==> config.mk <==
export PLATFORM = sky130hd
export DESIGN_NAME = mpf_port
export DESIGN_NICKNAME = d
export VERILOG_FILES = /design/src/include/mpf_pkg.sv /design/src/core/mpf_sync.sv /design/src/core/mpf_port.sv
export VERILOG_INCLUDE_DIRS = /design/src /design/src/include
export SDC_FILE = /design/constraint.sdc
export NUM_CORES = 2
export LEC_CHECK = 0
export BUFFER_PORTS_ARGS = -buffer_cell sky130_fd_sc_hd__clkbuf_2
export CAP_MARGIN = 20
export CORE_MARGIN = 5
export CORE_UTILIZATION = 36
export CTS_CLUSTER_SIZE = 20
export DETAILED_ROUTE_END_ITERATION = 7
export GPL_TIMING_DRIVEN = 1
export SETUP_SLACK_MARGIN = 0.02
export SYNTH_ARGS = -nofsm -noshare
export SYNTH_HDL_FRONTEND = slang
export SYNTH_HIERARCHICAL = 1
export SYNTH_SLANG_ARGS = --single-unit
==> constraint.sdc <==
create_clock -name hclk -period 7.7 [get_ports hclk]
set_input_delay 0.385 -clock hclk [delete_from_list [all_inputs] [get_ports hclk]]
set_output_delay 0.385 -clock hclk [all_outputs]
set_load 0.05 [all_outputs]
==> src/include/mpf_cfg.svh <==
// Purpose: constants of the manchester program frame port
// Assumes: hclk at 50 MHz
// Notes: times in ns, cycle counts derived from them
`ifndef MPF_CFG_SVH
`define MPF_CFG_SVH
`define MPF_CLK_NS 20
`define MPF_DIS_NS 56000
`define MPF_BIT_NS 39000
`define MPF_LOW_NS 1000
`define MPF_NS2CYC_UP(t) (((t) + `MPF_CLK_NS - 1) / `MPF_CLK_NS)
`define MPF_DIS_CYC `MPF_NS2CYC_UP(`MPF_DIS_NS)
`define MPF_BIT_CYC (`MPF_BIT_NS / `MPF_CLK_NS)
`define MPF_LOW_CYC `MPF_NS2CYC_UP(`MPF_LOW_NS)
`define MPF_WIN_PCT 75
`define MPF_TO_PCT 150
`define MPF_PCT 100
`define MPF_TW 12
`define MPF_SYNC_BITS 2
`define MPF_ADDR_BITS 6
`define MPF_DATA_BITS 32
`define MPF_PAY_BITS 26
`define MPF_ECC_BITS 6
`define MPF_CRC_BITS 3
`define MPF_CRC_INIT 3'h7
`define MPF_RD_LEN 12
`define MPF_WR_LEN 44
`define MPF_TX_LEN 34
`define MPF_WR_RW 41
`define MPF_RD_RW 9
`define MPF_WR_ADDR_LSB 35
`define MPF_RD_ADDR_LSB 3
`define MPF_WR_DATA_LSB 3
`define MPF_ECC_OK 2'h0
`define MPF_ECC_BAD 2'h2
`define MPF_CTRL_OFS 8'h00
`define MPF_STAT_OFS 8'h04
`define MPF_IEN_OFS 8'h08
`define MPF_ICLR_OFS 8'h0c
`define MPF_LAST_OFS 8'h10
`define MPF_CTRL_RST 1'b1
`define MPF_HSIZE_WORD 3'h2
`define MPF_EV_WR 0
`define MPF_EV_RD 1
`define MPF_EV_CRC 2
`define MPF_EV_FMT 3
`define MPF_EV_REL 4
`define MPF_EV_N 5
`endif

==> src/include/mpf_pkg.sv <==
// Purpose: types and shared functions of the frame port
// Assumes: mpf_cfg.svh constants
// Notes: crc and ecc used by writer and reader paths
package mpf_pkg;
`include "mpf_cfg.svh"
  typedef enum logic [2:0] {
    ST_IDLE = 3'h0,
    ST_BIT  = 3'h1,
    ST_DONE = 3'h3,
    ST_WAIT = 3'h2,
    ST_TX   = 3'h6
  } mpf_state_t;

  typedef struct packed {
    mpf_state_t st;
    logic line_p;
    logic rel;
    logic [`MPF_TW-1:0] rcnt;
    logic [`MPF_TW-1:0] cnt;
    logic [5:0] lcnt;
    logic [5:0] nb;
    logic [`MPF_WR_LEN-1:0] sh;
    logic [`MPF_CRC_BITS-1:0] crc;
    logic err;
    logic [`MPF_TX_LEN-1:0] tx;
    logic [5:0] tn;
    logic half;
    logic lo;
    logic loe;
    logic ctrl;
    logic [`MPF_EV_N-1:0] sts;
    logic [`MPF_EV_N-1:0] ien;
    logic [7:0] ha;
    logic wpend;
    logic [31:0] rd;
    logic rdy;
    logic irq;
    logic [6:0] last;
    logic [63:0] vld;
  } mpf_core_t;

  typedef struct packed {
    logic [2:0] ff;
    logic q;
  } mpf_sync_t;

  function automatic logic [2:0] crc_step(input logic [2:0] c, input logic b);
    logic fb;
    fb = c[2] ^ b;
    return {c[1], c[0] ^ fb, fb};
  endfunction

  function automatic logic [`MPF_ECC_BITS-1:0] ecc_gen(input logic [`MPF_PAY_BITS-1:0] d);
    logic [`MPF_ECC_BITS-1:0] e;
    logic [4:0] p;
    e = '0;
    for (int j = 0; j < `MPF_PAY_BITS; j++) begin
      p = 5'(j + 1);
      for (int k = 0; k < 5; k++) begin
        if (p[k]) e[k] = e[k] ^ d[j];
      end
    end
    e[`MPF_ECC_BITS-1] = ^d;
    return e;
  endfunction
endpackage

==> src/core/mpf_sync.sv <==
// Purpose: three-stage synchroniser for pin inputs
// Assumes: input asynchronous to hclk
// Notes: output moves only when stages two and three agree
`timescale 1ns/10ps
module mpf_sync (
  input wire logic hclk,
  input wire logic hresetn,
  input wire logic d,
  output logic q
);
  mpf_pkg::mpf_sync_t s_q;
  mpf_pkg::mpf_sync_t s_d;

  always_comb begin
    s_d = s_q;
    s_d.ff = {s_q.ff[1:0], d};
    if (s_q.ff[1] == s_q.ff[2]) s_d.q = s_q.ff[2];
  end

  always_ff @(posedge hclk or negedge hresetn) begin
    if (!hresetn) s_q <= '0;
    else s_q <= s_d;
  end

  assign q = s_q.q;
endmodule // mpf_sync

==> src/core/mpf_port.sv <==
// Purpose: single-wire manchester programming port with ahb-lite status registers
// Assumes: hclk 50 MHz; controller keeps its own frame timing
// Notes: register bus is zero wait state, always okay
// Behaviour
// frames start with two zero sync bits
// direction bit one reads, zero writes
// six-bit address follows direction bit
// data field 32 bits, lsb bit 0
// write stores 25:0, device makes ecc
// reply: 31:28 zero, 27:26 ecc, payload
// three-bit crc ends frame, checked by device
// crc x^3+x+1, init 111, sync excluded
// mid-bit edge, rise zero fall one, msb first
// symbol period 37 to 42 us
// port timing from trimmed internal clock; counted here in hclk cycles
// release driver 512 to 514 clocks after enable
// controller idles line, no late rising edge
// controller waits 144 us before first frame
// controller holds line low 1 us first
// synchronise inputs, decode edges, drop bad crc
// reply is sync plus data after frame
`timescale 1ns/10ps
`include "mpf_cfg.svh"
module mpf_port #(
  parameter int BIT_CYC = `MPF_BIT_CYC,
  parameter int DIS_CYC = `MPF_DIS_CYC,
  parameter int LOW_CYC = `MPF_LOW_CYC
) (
  input wire logic hclk,
  input wire logic hresetn,
  input wire logic hsel,
  input wire logic [31:0] haddr,
  input wire logic [1:0] htrans,
  input wire logic hwrite,
  input wire logic [2:0] hsize,
  input wire logic [31:0] hwdata,
  input wire logic hready,
  output logic [31:0] hrdata,
  output logic hreadyout,
  output logic hresp,
  input wire logic low_voltage_program_pin,
  input wire logic shared_output_line_i,
  output logic shared_output_line_o,
  output logic shared_output_line_oe,
  output logic irq
);
  localparam int TW = `MPF_TW;
  // all windows are cycles of hclk, standing in for the trimmed port clock // R11
  localparam logic [TW-1:0] C_DIS = TW'(DIS_CYC);
  localparam logic [TW-1:0] C_BIT = TW'(BIT_CYC);
  localparam logic [TW-1:0] C_HALF = TW'(BIT_CYC / 2);
  localparam logic [TW-1:0] C_WIN = TW'(BIT_CYC * `MPF_WIN_PCT / `MPF_PCT);
  localparam logic [TW-1:0] C_TO = TW'(BIT_CYC * `MPF_TO_PCT / `MPF_PCT);
  localparam logic [5:0] C_LOW = 6'(LOW_CYC);
  localparam logic [5:0] L_SYNC = 6'(`MPF_SYNC_BITS);
  localparam logic [5:0] L_RD = 6'(`MPF_RD_LEN);
  localparam logic [5:0] L_WR = 6'(`MPF_WR_LEN);
  localparam logic [5:0] L_TX = 6'(`MPF_TX_LEN);

  mpf_pkg::mpf_core_t s_q;
  mpf_pkg::mpf_core_t s_d;
  logic [31:0] mem [0:63];
  logic prog_lvl;
  logic line_lvl;
  logic rise;
  logic edge_seen;
  logic frame_ok;
  logic is_wr;
  logic is_rd;
  logic mem_we;
  logic [5:0] wa;
  logic [5:0] ra;
  logic [`MPF_PAY_BITS-1:0] wdat;
  logic [31:0] mem_wd;
  logic [31:0] rword;
  logic [31:0] reply;

  // pins cross into hclk through three stages // R16
  mpf_sync u_prog (
    .hclk(hclk),
    .hresetn(hresetn),
    .d(low_voltage_program_pin),
    .q(prog_lvl)
  );
  mpf_sync u_line (
    .hclk(hclk),
    .hresetn(hresetn),
    .d(shared_output_line_i),
    .q(line_lvl)
  );

  assign rise = line_lvl && !s_q.line_p;
  assign edge_seen = line_lvl ^ s_q.line_p;
  assign frame_ok = !s_q.err && (s_q.crc == '0);
  assign is_wr = (s_q.nb == L_WR) && !s_q.sh[`MPF_WR_RW];
  assign is_rd = (s_q.nb == L_RD) && s_q.sh[`MPF_RD_RW];
  assign wa = s_q.sh[`MPF_WR_ADDR_LSB +: `MPF_ADDR_BITS];
  assign ra = s_q.sh[`MPF_RD_ADDR_LSB +: `MPF_ADDR_BITS];
  // top six data bits are dropped, ecc is regenerated here // R5
  assign wdat = s_q.sh[`MPF_WR_DATA_LSB +: `MPF_PAY_BITS];
  assign mem_wd = {mpf_pkg::ecc_gen(wdat), wdat};
  assign mem_we = (s_q.st == mpf_pkg::ST_DONE) && prog_lvl && s_q.rel && frame_ok && is_wr;
  // never-written words read as zero so the line never carries unknowns
  assign rword = s_q.vld[ra] ? mem[ra] : '0;
  assign reply = {4'h0,
                  (mpf_pkg::ecc_gen(rword[`MPF_PAY_BITS-1:0]) == rword[31:`MPF_PAY_BITS]) ?
                  `MPF_ECC_OK : `MPF_ECC_BAD,
                  rword[`MPF_PAY_BITS-1:0]};

  always_ff @(posedge hclk) begin
    if (mem_we) mem[wa] <= mem_wd;
  end

  always_comb begin
    logic bitv;
    logic acc;
    logic [`MPF_EV_N-1:0] ev;
    logic [`MPF_EV_N-1:0] clr;
    bitv = 1'b0;
    acc = 1'b0;
    ev = '0;
    clr = '0;
    s_d = s_q;
    s_d.line_p = line_lvl;
    if (!prog_lvl) begin
      // back to normal output drive
      s_d.rel = 1'b0;
      s_d.rcnt = '0;
      s_d.loe = 1'b1;
      s_d.lo = 1'b0;
      s_d.st = mpf_pkg::ST_IDLE;
      s_d.lcnt = '0;
    end else if (!s_q.rel) begin
      s_d.rcnt = s_q.rcnt + 1'b1;
      if (s_q.rcnt == C_DIS - 1'b1) begin
        s_d.rel = 1'b1;
        s_d.loe = 1'b0;
        ev[`MPF_EV_REL] = 1'b1;
      end
    end else begin
      case (s_q.st)
        mpf_pkg::ST_IDLE: begin
          if (line_lvl) s_d.lcnt = '0;
          else if (s_q.lcnt != C_LOW) s_d.lcnt = s_q.lcnt + 1'b1;
          // first coded edge only counts after a full low hold // R15
          if (rise && s_q.lcnt == C_LOW && s_q.ctrl) begin
            s_d.st = mpf_pkg::ST_BIT;
            s_d.nb = 6'h01;
            s_d.sh = '0;
            s_d.cnt = '0;
            s_d.crc = `MPF_CRC_INIT;
            s_d.err = 1'b0;
          end
        end
        mpf_pkg::ST_BIT: begin
          s_d.cnt = s_q.cnt + 1'b1;
          // boundary edges fall inside the blind window // R10
          if (edge_seen && s_q.cnt >= C_WIN) begin
            bitv = !line_lvl;
            s_d.sh = {s_q.sh[`MPF_WR_LEN-2:0], bitv};
            s_d.cnt = '0;
            if (s_q.nb == L_WR) s_d.err = 1'b1;
            else s_d.nb = s_q.nb + 1'b1;
            if (s_q.nb < L_SYNC) begin
              if (bitv) s_d.err = 1'b1;
            end else begin
              s_d.crc = mpf_pkg::crc_step(s_q.crc, bitv);
            end
          end else if (s_q.cnt == C_TO) begin
            s_d.st = mpf_pkg::ST_DONE;
          end
        end
        mpf_pkg::ST_DONE: begin
          s_d.st = mpf_pkg::ST_IDLE;
          s_d.lcnt = '0;
          if (s_q.err) begin
            ev[`MPF_EV_FMT] = 1'b1;
          end else if (s_q.crc != '0) begin
            ev[`MPF_EV_CRC] = 1'b1;
          end else if (is_wr) begin
            ev[`MPF_EV_WR] = 1'b1;
            s_d.vld[wa] = 1'b1;
            s_d.last = {1'b0, wa};
          end else if (is_rd) begin
            s_d.st = mpf_pkg::ST_WAIT;
            s_d.cnt = '0;
            s_d.tx = {2'h0, reply};
            s_d.last = {1'b1, ra};
          end else begin
            ev[`MPF_EV_FMT] = 1'b1;
          end
        end
        mpf_pkg::ST_WAIT: begin
          // frame end was seen a bit late, one more bit gives turnaround
          s_d.cnt = s_q.cnt + 1'b1;
          if (s_q.cnt == C_BIT - 1'b1) begin
            s_d.st = mpf_pkg::ST_TX;
            s_d.cnt = '0;
            s_d.half = 1'b0;
            s_d.tn = L_TX;
            s_d.loe = 1'b1;
            s_d.lo = s_q.tx[`MPF_TX_LEN-1];
          end
        end
        mpf_pkg::ST_TX: begin
          s_d.cnt = s_q.cnt + 1'b1;
          if (s_q.cnt == C_HALF - 1'b1) begin
            s_d.cnt = '0;
            if (!s_q.half) begin
              s_d.half = 1'b1;
              s_d.lo = !s_q.tx[`MPF_TX_LEN-1];
            end else begin
              s_d.half = 1'b0;
              s_d.tx = {s_q.tx[`MPF_TX_LEN-2:0], 1'b0};
              s_d.tn = s_q.tn - 1'b1;
              if (s_q.tn == 6'h01) begin
                s_d.loe = 1'b0;
                s_d.st = mpf_pkg::ST_IDLE;
                s_d.lcnt = '0;
                ev[`MPF_EV_RD] = 1'b1;
              end else begin
                s_d.lo = s_q.tx[`MPF_TX_LEN-2];
              end
            end
          end
        end
        default: s_d.st = mpf_pkg::ST_IDLE;
      endcase
    end

    // ahb-lite slave, data phase follows the captured address phase
    acc = hsel && htrans[1] && hready;
    s_d.wpend = acc && hwrite && (hsize == `MPF_HSIZE_WORD);
    s_d.rdy = 1'b1;
    if (acc) s_d.ha = haddr[7:0];
    if (acc && !hwrite) begin
      case (haddr[7:0])
        `MPF_CTRL_OFS: s_d.rd = 32'(s_q.ctrl);
        `MPF_STAT_OFS: s_d.rd = 32'(s_q.sts);
        `MPF_IEN_OFS: s_d.rd = 32'(s_q.ien);
        `MPF_LAST_OFS: s_d.rd = 32'({prog_lvl, s_q.rel, s_q.last});
        default: s_d.rd = '0;
      endcase
    end
    if (s_q.wpend) begin
      case (s_q.ha)
        `MPF_CTRL_OFS: s_d.ctrl = hwdata[0];
        `MPF_IEN_OFS: s_d.ien = hwdata[`MPF_EV_N-1:0];
        `MPF_ICLR_OFS: clr = hwdata[`MPF_EV_N-1:0];
        default: ;
      endcase
    end
    // a new event beats a clear in the same cycle
    s_d.sts = (s_q.sts & ~clr) | ev;
    s_d.irq = |(s_d.sts & s_d.ien);
  end

  always_ff @(posedge hclk or negedge hresetn) begin
    if (!hresetn) begin
      s_q <= '0;
      s_q.loe <= 1'b1;
      s_q.ctrl <= `MPF_CTRL_RST;
      s_q.rdy <= 1'b1;
    end else begin
      s_q <= s_d;
    end
  end

  assign hrdata = s_q.rd;
  assign hreadyout = s_q.rdy;
  assign hresp = 1'b0 & s_q.rdy;
  assign shared_output_line_o = s_q.lo;
  assign shared_output_line_oe = s_q.loe;
  assign irq = s_q.irq;

  // helper: cycles since the enable level was seen high
  localparam int A_DIS = DIS_CYC;
  localparam int A_HALF = BIT_CYC / 2;
  localparam int A_HLO = A_HALF - 1;
  localparam int A_HHI = A_HALF + 1;
  logic [TW:0] a_pc;
  always_ff @(posedge hclk or negedge hresetn) begin
    if (!hresetn) a_pc <= '0;
    else if (!prog_lvl) a_pc <= '0;
    else if (a_pc != '1) a_pc <= a_pc + 1'b1;
  end
endmodule // mpf_port

==> After elaboration in Yosys (flattened, before gate mapping) <==
Memory sizes are Yosys's and may differ from the RTL's.
Cells that the tools add are included.
{ "classes": {"n_mul": 0, "addsub": 5, "eq_ne": 52, "n_reduce_logical": 50, "order_cmp": 5, "n_div": 0, "muxes": 90, "shift": 0, "n_bitwise": 120} }
{ "op_table": {"columns": ["operator", "n"], "rows": [
  ["34-bit two-way mux", 4],
  ["1-bit bitwise XOR", 113],
  ["54-bit two-way mux", 2],
  ["54-bit case mux with 2 select lines", 1],
  ["102-bit two-way mux", 1],
  ["12-bit two-way mux", 7],
  ["34-bit case mux with 2 select lines", 1],
  ["64-bit OR", 1],
  ["12-bit case mux with 5 select lines", 1],
  ["26-bit parity", 2],
  ["43-bit two-way mux", 1],
  ["6-bit AND reduction", 7],
  ["40-bit two-way mux", 1],
  ["6-bit two-way mux", 6],
  ["9-bit case mux with 4 select lines", 1],
  ["32-bit two-way mux", 1],
  ["3-bit two-way mux", 10],
  ["1-bit two-way mux", 28],
  ["4-bit != test (second input constant)", 7],
  ["3-bit != test (second input constant)", 9],
  ["13-bit two-way mux", 2],
  ["2-bit != test (second input constant)", 13],
  ["5-bit two-way mux", 5],
  ["12-bit by 1-bit adder with 12-bit output (second input constant)", 2],
  ["other kinds (48)", 96]
]} }
{ "word_totals": {"memories": 1, "mem_bits_rw": 2048, "mem_bits_ro": 0, "output_inout_bits": 37, "register_bits": 264, "latch_bits": 0, "wordCells": 351} }
{ "memory_table": {"columns": ["memory", "words", "width", "read_ports", "rd_clocked_by_memory_dff", "wr", "line_no", "rtl"], "rows": [
  ["mem", 64, 32, 1, 0, 1, "mpf_port.sv:62", "logic [31:0] mem [0:63];"]
]} }

==> Logic depth before layout (Yosys ltp) <==
{ "depth": {"word_depth": 24, "depth_mapped": 17, "depth_no_buf": 12} }

==> Modules after synthesis <==
The synthesis kept the hierarchy.
{ "by_module_without_submodules": {"columns": ["mod", "area_per_inst_um2", "instances", "cells_each"], "rows": [
  ["mpf_port", 89313.2, 1, 4262],
  ["mpf_sync", 111.4, 2, 5]
]} }

==> Worst setup path before layout <==
Ideal clock, no wire load.
{ "synth_path": {"path_kind": "register to register", "startpoint": "register s_q (netlist bit mem_wd[25])", "endpoint": "memory mem[0][31] (data pin)", "t_required_ns": 7.103, "setup_slack_ns": 1.932, "path_stages_with_launch": 6, "path_buffers": 0, "t_arrival_ns": 5.171, "synth_period_minus_slack_ns": 5.768, "path_cell_list": "dfrtp_1 xnor2_1 xnor2_1 xnor2_1 xnor2_1 xnor2_1"} }
{ "synth_between": {"elab_chain_len": 1} }
{ "synth_lines": {"columns": ["element", "line_no", "rtl"], "rows": [
  ["start, declared", "mpf_port.sv:60", "mpf_pkg::mpf_core_t s_q;"],
  ["26-bit parity", "mpf_pkg.sv:63", "e[`MPF_ECC_BITS-1] = ^d;"],
  ["net mem_wd[31]", "mpf_port.sv:74", "logic [31:0] mem_wd;"],
  ["end, declared", "mpf_port.sv:62", null]
]} }
The timed path passes the listed nets, and every way through them passes these cells.

==> Worst setup path in the final report <==
{ "layout_path": {"startpoint": "register s_q[217] (netlist name)", "endpoint": "memory mem[30][26] (enable)"} }
{ "layout_between": {"elab_chain_len": 5} }
{ "layout_lines": {"columns": ["element", "line_no", "rtl"], "rows": [
  ["6-bit equality test", "mpf_port.sv:95", "assign is_wr = (s_q.nb == L_WR) && !s_q.sh[`MPF_WR_RW];"],
  ["1-bit logical AND", "mpf_port.sv:95", null],
  ["1-bit logical AND", "mpf_port.sv:102", "assign mem_we = (s_q.st == mpf_pkg::ST_DONE) && prog_lvl && s_q.rel && frame_ok && is_wr;"],
  ["1-bit two-way mux", "mpf_port.sv:111", "if (mem_we) mem[wa] <= mem_wd;"],
  ["1-bit two-way mux (implied by the code)", "mpf_port.sv:111", null]
]} }
No other way between the ends.

==> out/qor.txt <==
Switching Share = 20.0%
Seq pwr share = 55.5%
share of async-settable or async-resettable flops after synthesis = 10.5%
slowest stage delay, CP = 1080 ps
area share of the largest cell type after synthesis = 68.7%
TritonCTS clock tree = done
cts hold-fix bufs = 21
highest-delay cell along the critical path = sky130_fd_sc_hd__nor2_4
post-synthesis cell area = 0.0895 mm2
Total Routed Length = 228000 um
internal power component = 0.0192 W
highest net fanout along the worst path = 22
series of cell instances along the critical path = inv_1 -> ha_1 -> and4b_1 -> nand2_1 -> nor2_1 -> and3_1 -> nor2b_1 -> nand3_1 -> nor2_4 -> buf_4
via count of the first global-routing pass = 44800
clock network power share = 44.1%
distinct cell type count after synthesis = 72
total clock buffers created by CTS = 225
total number of yosys warnings = 6
area of the core = 0.248 mm2
standard cell area after detailed placement = 0.0946 mm2
Ports = 113
classification of the worst-slack hold path = primary input to flip-flop
combinational share of power = 0.4%
total of endpoints with negative setup slack in the final report = 0
area of the die = 0.259 mm2
number of antenna violations at the first check in global routing = 9
via/cell ratio = 5.51
dominant synthesized flop cell = sky130_fd_sc_hd__edfxtp_1
sequential element share of the synthesized area = 75.4%
CTS Buffer Depth = 3
average cell area after synthesis = 21.0 um2
aggregate global routing overflow = 0
launching element type of the critical path = flip-flop
worst-case vdd ir drop = 0.196 mV
power density normalized to cell area = 236 mW/mm2
clock input transition at the sequential cells of the worst setup and hold paths = 60 ps
leading cell type by number of instances after synthesis = sky130_fd_sc_hd__edfxtp_1
Tcrit/Tclk final = 66.3%
RSZ-0062 raised after global routing = no
Die Span X = 509 um
final hold slack = 137 ps
total of buffers placed on input and output ports = 35
Yosys reg bits = 2287
post-route cell area = 0.102 mm2
Area Growth Syn to Fin = 13.9%
post-DR wirelength/cell = 28.4 um
Row Count = 183
switching power = 0.00482 W
minimum clock period after layout = 5100 ps
Gates resized, CTS repair = 0
clock sink count = 2287
Root Buffer = sky130_fd_sc_hd__clkbuf_16
Worst Path Arrival = 5650 ps
DR iter-0 viols = 5395
highest attainable clock frequency = 196 MHz
detailed placement HPWL = 125000 um
synthesized instance count = 4272
clock insertion delay at the later pin of the skew report = 870 ps
type of element capturing the critical path = flip-flop
Setup Buffers After CTS = 0
H-tree level count = 4
top cells by area, synth = sky130_fd_sc_hd__edfxtp_1, sky130_fd_sc_hd__mux4_2, sky130_fd_sc_hd__dfrtp_1, sky130_fd_sc_hd__a22oi_1, sky130_fd_sc_hd__xnor2_1
Initial Util = 36.1%
post-detailed-route count of antenna-violating nets = 0
number of synthesized flops with an enable pin = 2048
All-Layer GR Usage = 17.5%
drt first pass iters = 5
total via count in the routed design = 44200
Yosys top cell by area = sky130_fd_sc_hd__edfxtp_1
ranking of synthesized cells by instance count = sky130_fd_sc_hd__edfxtp_1, sky130_fd_sc_hd__mux4_2, sky130_fd_sc_hd__dfrtp_1, sky130_fd_sc_hd__a22oi_1, sky130_fd_sc_hd__nor2_1
Setup TNS Final = 0 ps
critical path class = flip-flop to flip-flop
number of nets at the end of the flow = 4584
count of filler cells inserted in the layout = 21700
outcome = completed
leakage power total = 26.8 nW
worst clock skew on the final layout = 47.7 ps
endpoint required time on the critical path = 8240 ps
Final GP Congestion = 0.893
max-capacitance violation count = 0
wire length of the first global-routing pass = 328000 um
largest net degree at the start of global routing = 133
ratio of cells with drive above 1 in the final layout = 28.4%
die boundary height = 509 um
number of pins with negative max-slew slack in the final report = 0
Max transition margin = 26.6%
actual transition at the worst max-transition pin = 1100 ps
Final Hold Vio Count = 0
DRC violations left = 0
==> sequential cells by signal, indices dropped and copies added, names as in the netlist <==
signal	count
u_prog/s_q	1
shared_output_line_o	1
u_prog/q	1
u_prog/s_d	2
u_line/q	1
mem	2048
hrdata	9
irq	1
u_line/s_d	2
shared_output_line_oe	1
mem_wd	26
s_q	193
u_line/s_q	1
==> per-stage QoR <==
step / setup slack (ps) / std cells / utilization (%) / total power (W)
global route: 2280 / 8020 / 41.1 / 0.0248
finish: 2600 / 8024 / 41.1 / 0.0241
floorplan: 1930 / 4295 / - / 0.0137
global placement: 2570 / 7576 / 38.1 / 0.0137
CTS: 2600 / 8015 / 41.1 / 0.0243
detailed placement: 2620 / 7578 / 38.1 / 0.0137
==> kinds of logic (layout without fill, tap and decap cells) <==
logic type / after synthesis / count (layout) / synth area share, %
AOI/OAI and AO/OA: 481 / 481 / 3.61
and+or+nand+nor: 477 / 477 / 2.81
adders and majority gates: 14 / 14 / 0.190
buffers and inverters: 280 / 671 / 1.85
other: 2 / 33 / 0.00839
DFF: 2287 / 2287 / 75.4
xor gates and xnor gates: 119 / 119 / 1.24
muxes: 612 / 612 / 14.9
==> power groups by stage <==
stage	Combinational (W)	Clock (W)	Sequential, W
floorplan	0.0000641	0	0.0136
global placement	0.0000975	0	0.0136
detailed placement	0.0000995	0	0.0136
CTS	0.000108	0.0108	0.0134
global route	0.000118	0.0113	0.0133
finish	0.000106	0.0106	0.0134
==> cells in the final DEF (no fill, tap or decap), types with 16 or more instances in the layout <==
| master | count |
|---|---|
| sky130_fd_sc_hd__edfxtp_1 | 2048 |
| sky130_fd_sc_hd__nor3_1 | 33 |
| sky130_fd_sc_hd__nand3_1 | 25 |
| sky130_fd_sc_hd__clkbuf_16 | 226 |
| sky130_fd_sc_hd__a22o_1 | 53 |
| sky130_fd_sc_hd__buf_4 | 157 |
| sky130_fd_sc_hd__a22oi_1 | 182 |
| sky130_fd_sc_hd__a21oi_1 | 128 |
| sky130_fd_sc_hd__nand2_1 | 121 |
| sky130_fd_sc_hd__mux2_2 | 16 |
| sky130_fd_sc_hd__xor2_1 | 32 |
| sky130_fd_sc_hd__dfrtp_1 | 211 |
| sky130_fd_sc_hd__dfrtp_2 | 22 |
| sky130_fd_sc_hd__clkbuf_1 | 55 |
| sky130_fd_sc_hd__clkinv_2 | 42 |
| sky130_fd_sc_hd__nor2_4 | 65 |
| sky130_fd_sc_hd__xnor2_1 | 74 |
| sky130_fd_sc_hd__buf_12 | 17 |
| sky130_fd_sc_hd__or2_2 | 68 |
| sky130_fd_sc_hd__dlygate4sd3_1 | 21 |
| sky130_fd_sc_hd__nor2_1 | 64 |
| sky130_fd_sc_hd__mux4_2 | 575 |
| sky130_fd_sc_hd__clkbuf_2 | 34 |
| sky130_fd_sc_hd__conb_1 | 25 |
| sky130_fd_sc_hd__o21ai_0 | 70 |
| sky130_fd_sc_hd__inv_1 | 21 |
| sky130_fd_sc_hd__clkinv_1 | 45 |
| sky130_fd_sc_hd__mux2i_1 | 20 |
==> cell type report <==
class	count	area [um2]	share of cell area [%]
sequential	2287	67500	66.2
multi-input combinational	1728	21100	20.7
clock buffer	294	6030	5.91
tap	3330	4170	4.09
timing repair buffer	232	1960	1.92
clock inverter	122	1110	1.09
inverter	23	86.3	0.0847
antenna	8	20.0	0.0196
==> worst max-delay path: cells and delay by family (launching register included) <==
kind	cells	cell delay [ps]
AND/OR/NAND/NOR	7	3700
buffers and inverters	2	510
adder cells (fa/ha/maj)	1	150
flip-flops	1	390
==> path summary, 6_finish.rpt <==
kind	start	end	slack, ps	cells after the start
setup reg to reg	s_q[217]	mem[30][26]	2600	10
min in group asynchronous	hresetn	s_q[250]	200	2
setup / recovery	s_q[217]	mem[30][26]	2600	10
max in group asynchronous	hresetn	mem_wd[2]	6040	3
hold / removal	hready	s_q[105]	140	3
hold reg to reg	u_line/s_d[2]	u_line/s_d[3]	360	0
==> metal layers <==
metal	track usage [%]	share of wire [%]	routed length [um]	vias up
met5	0	0.0057	13	-
met4	4.48	2.4	5520	2
met3	3.01	7.4	16800	301
met2	28.1	48	110000	1682
met1	24.7	42	96100	24100
li1	-	-	-	18100
No activity file was read; power rests on OpenSTA's default activity.
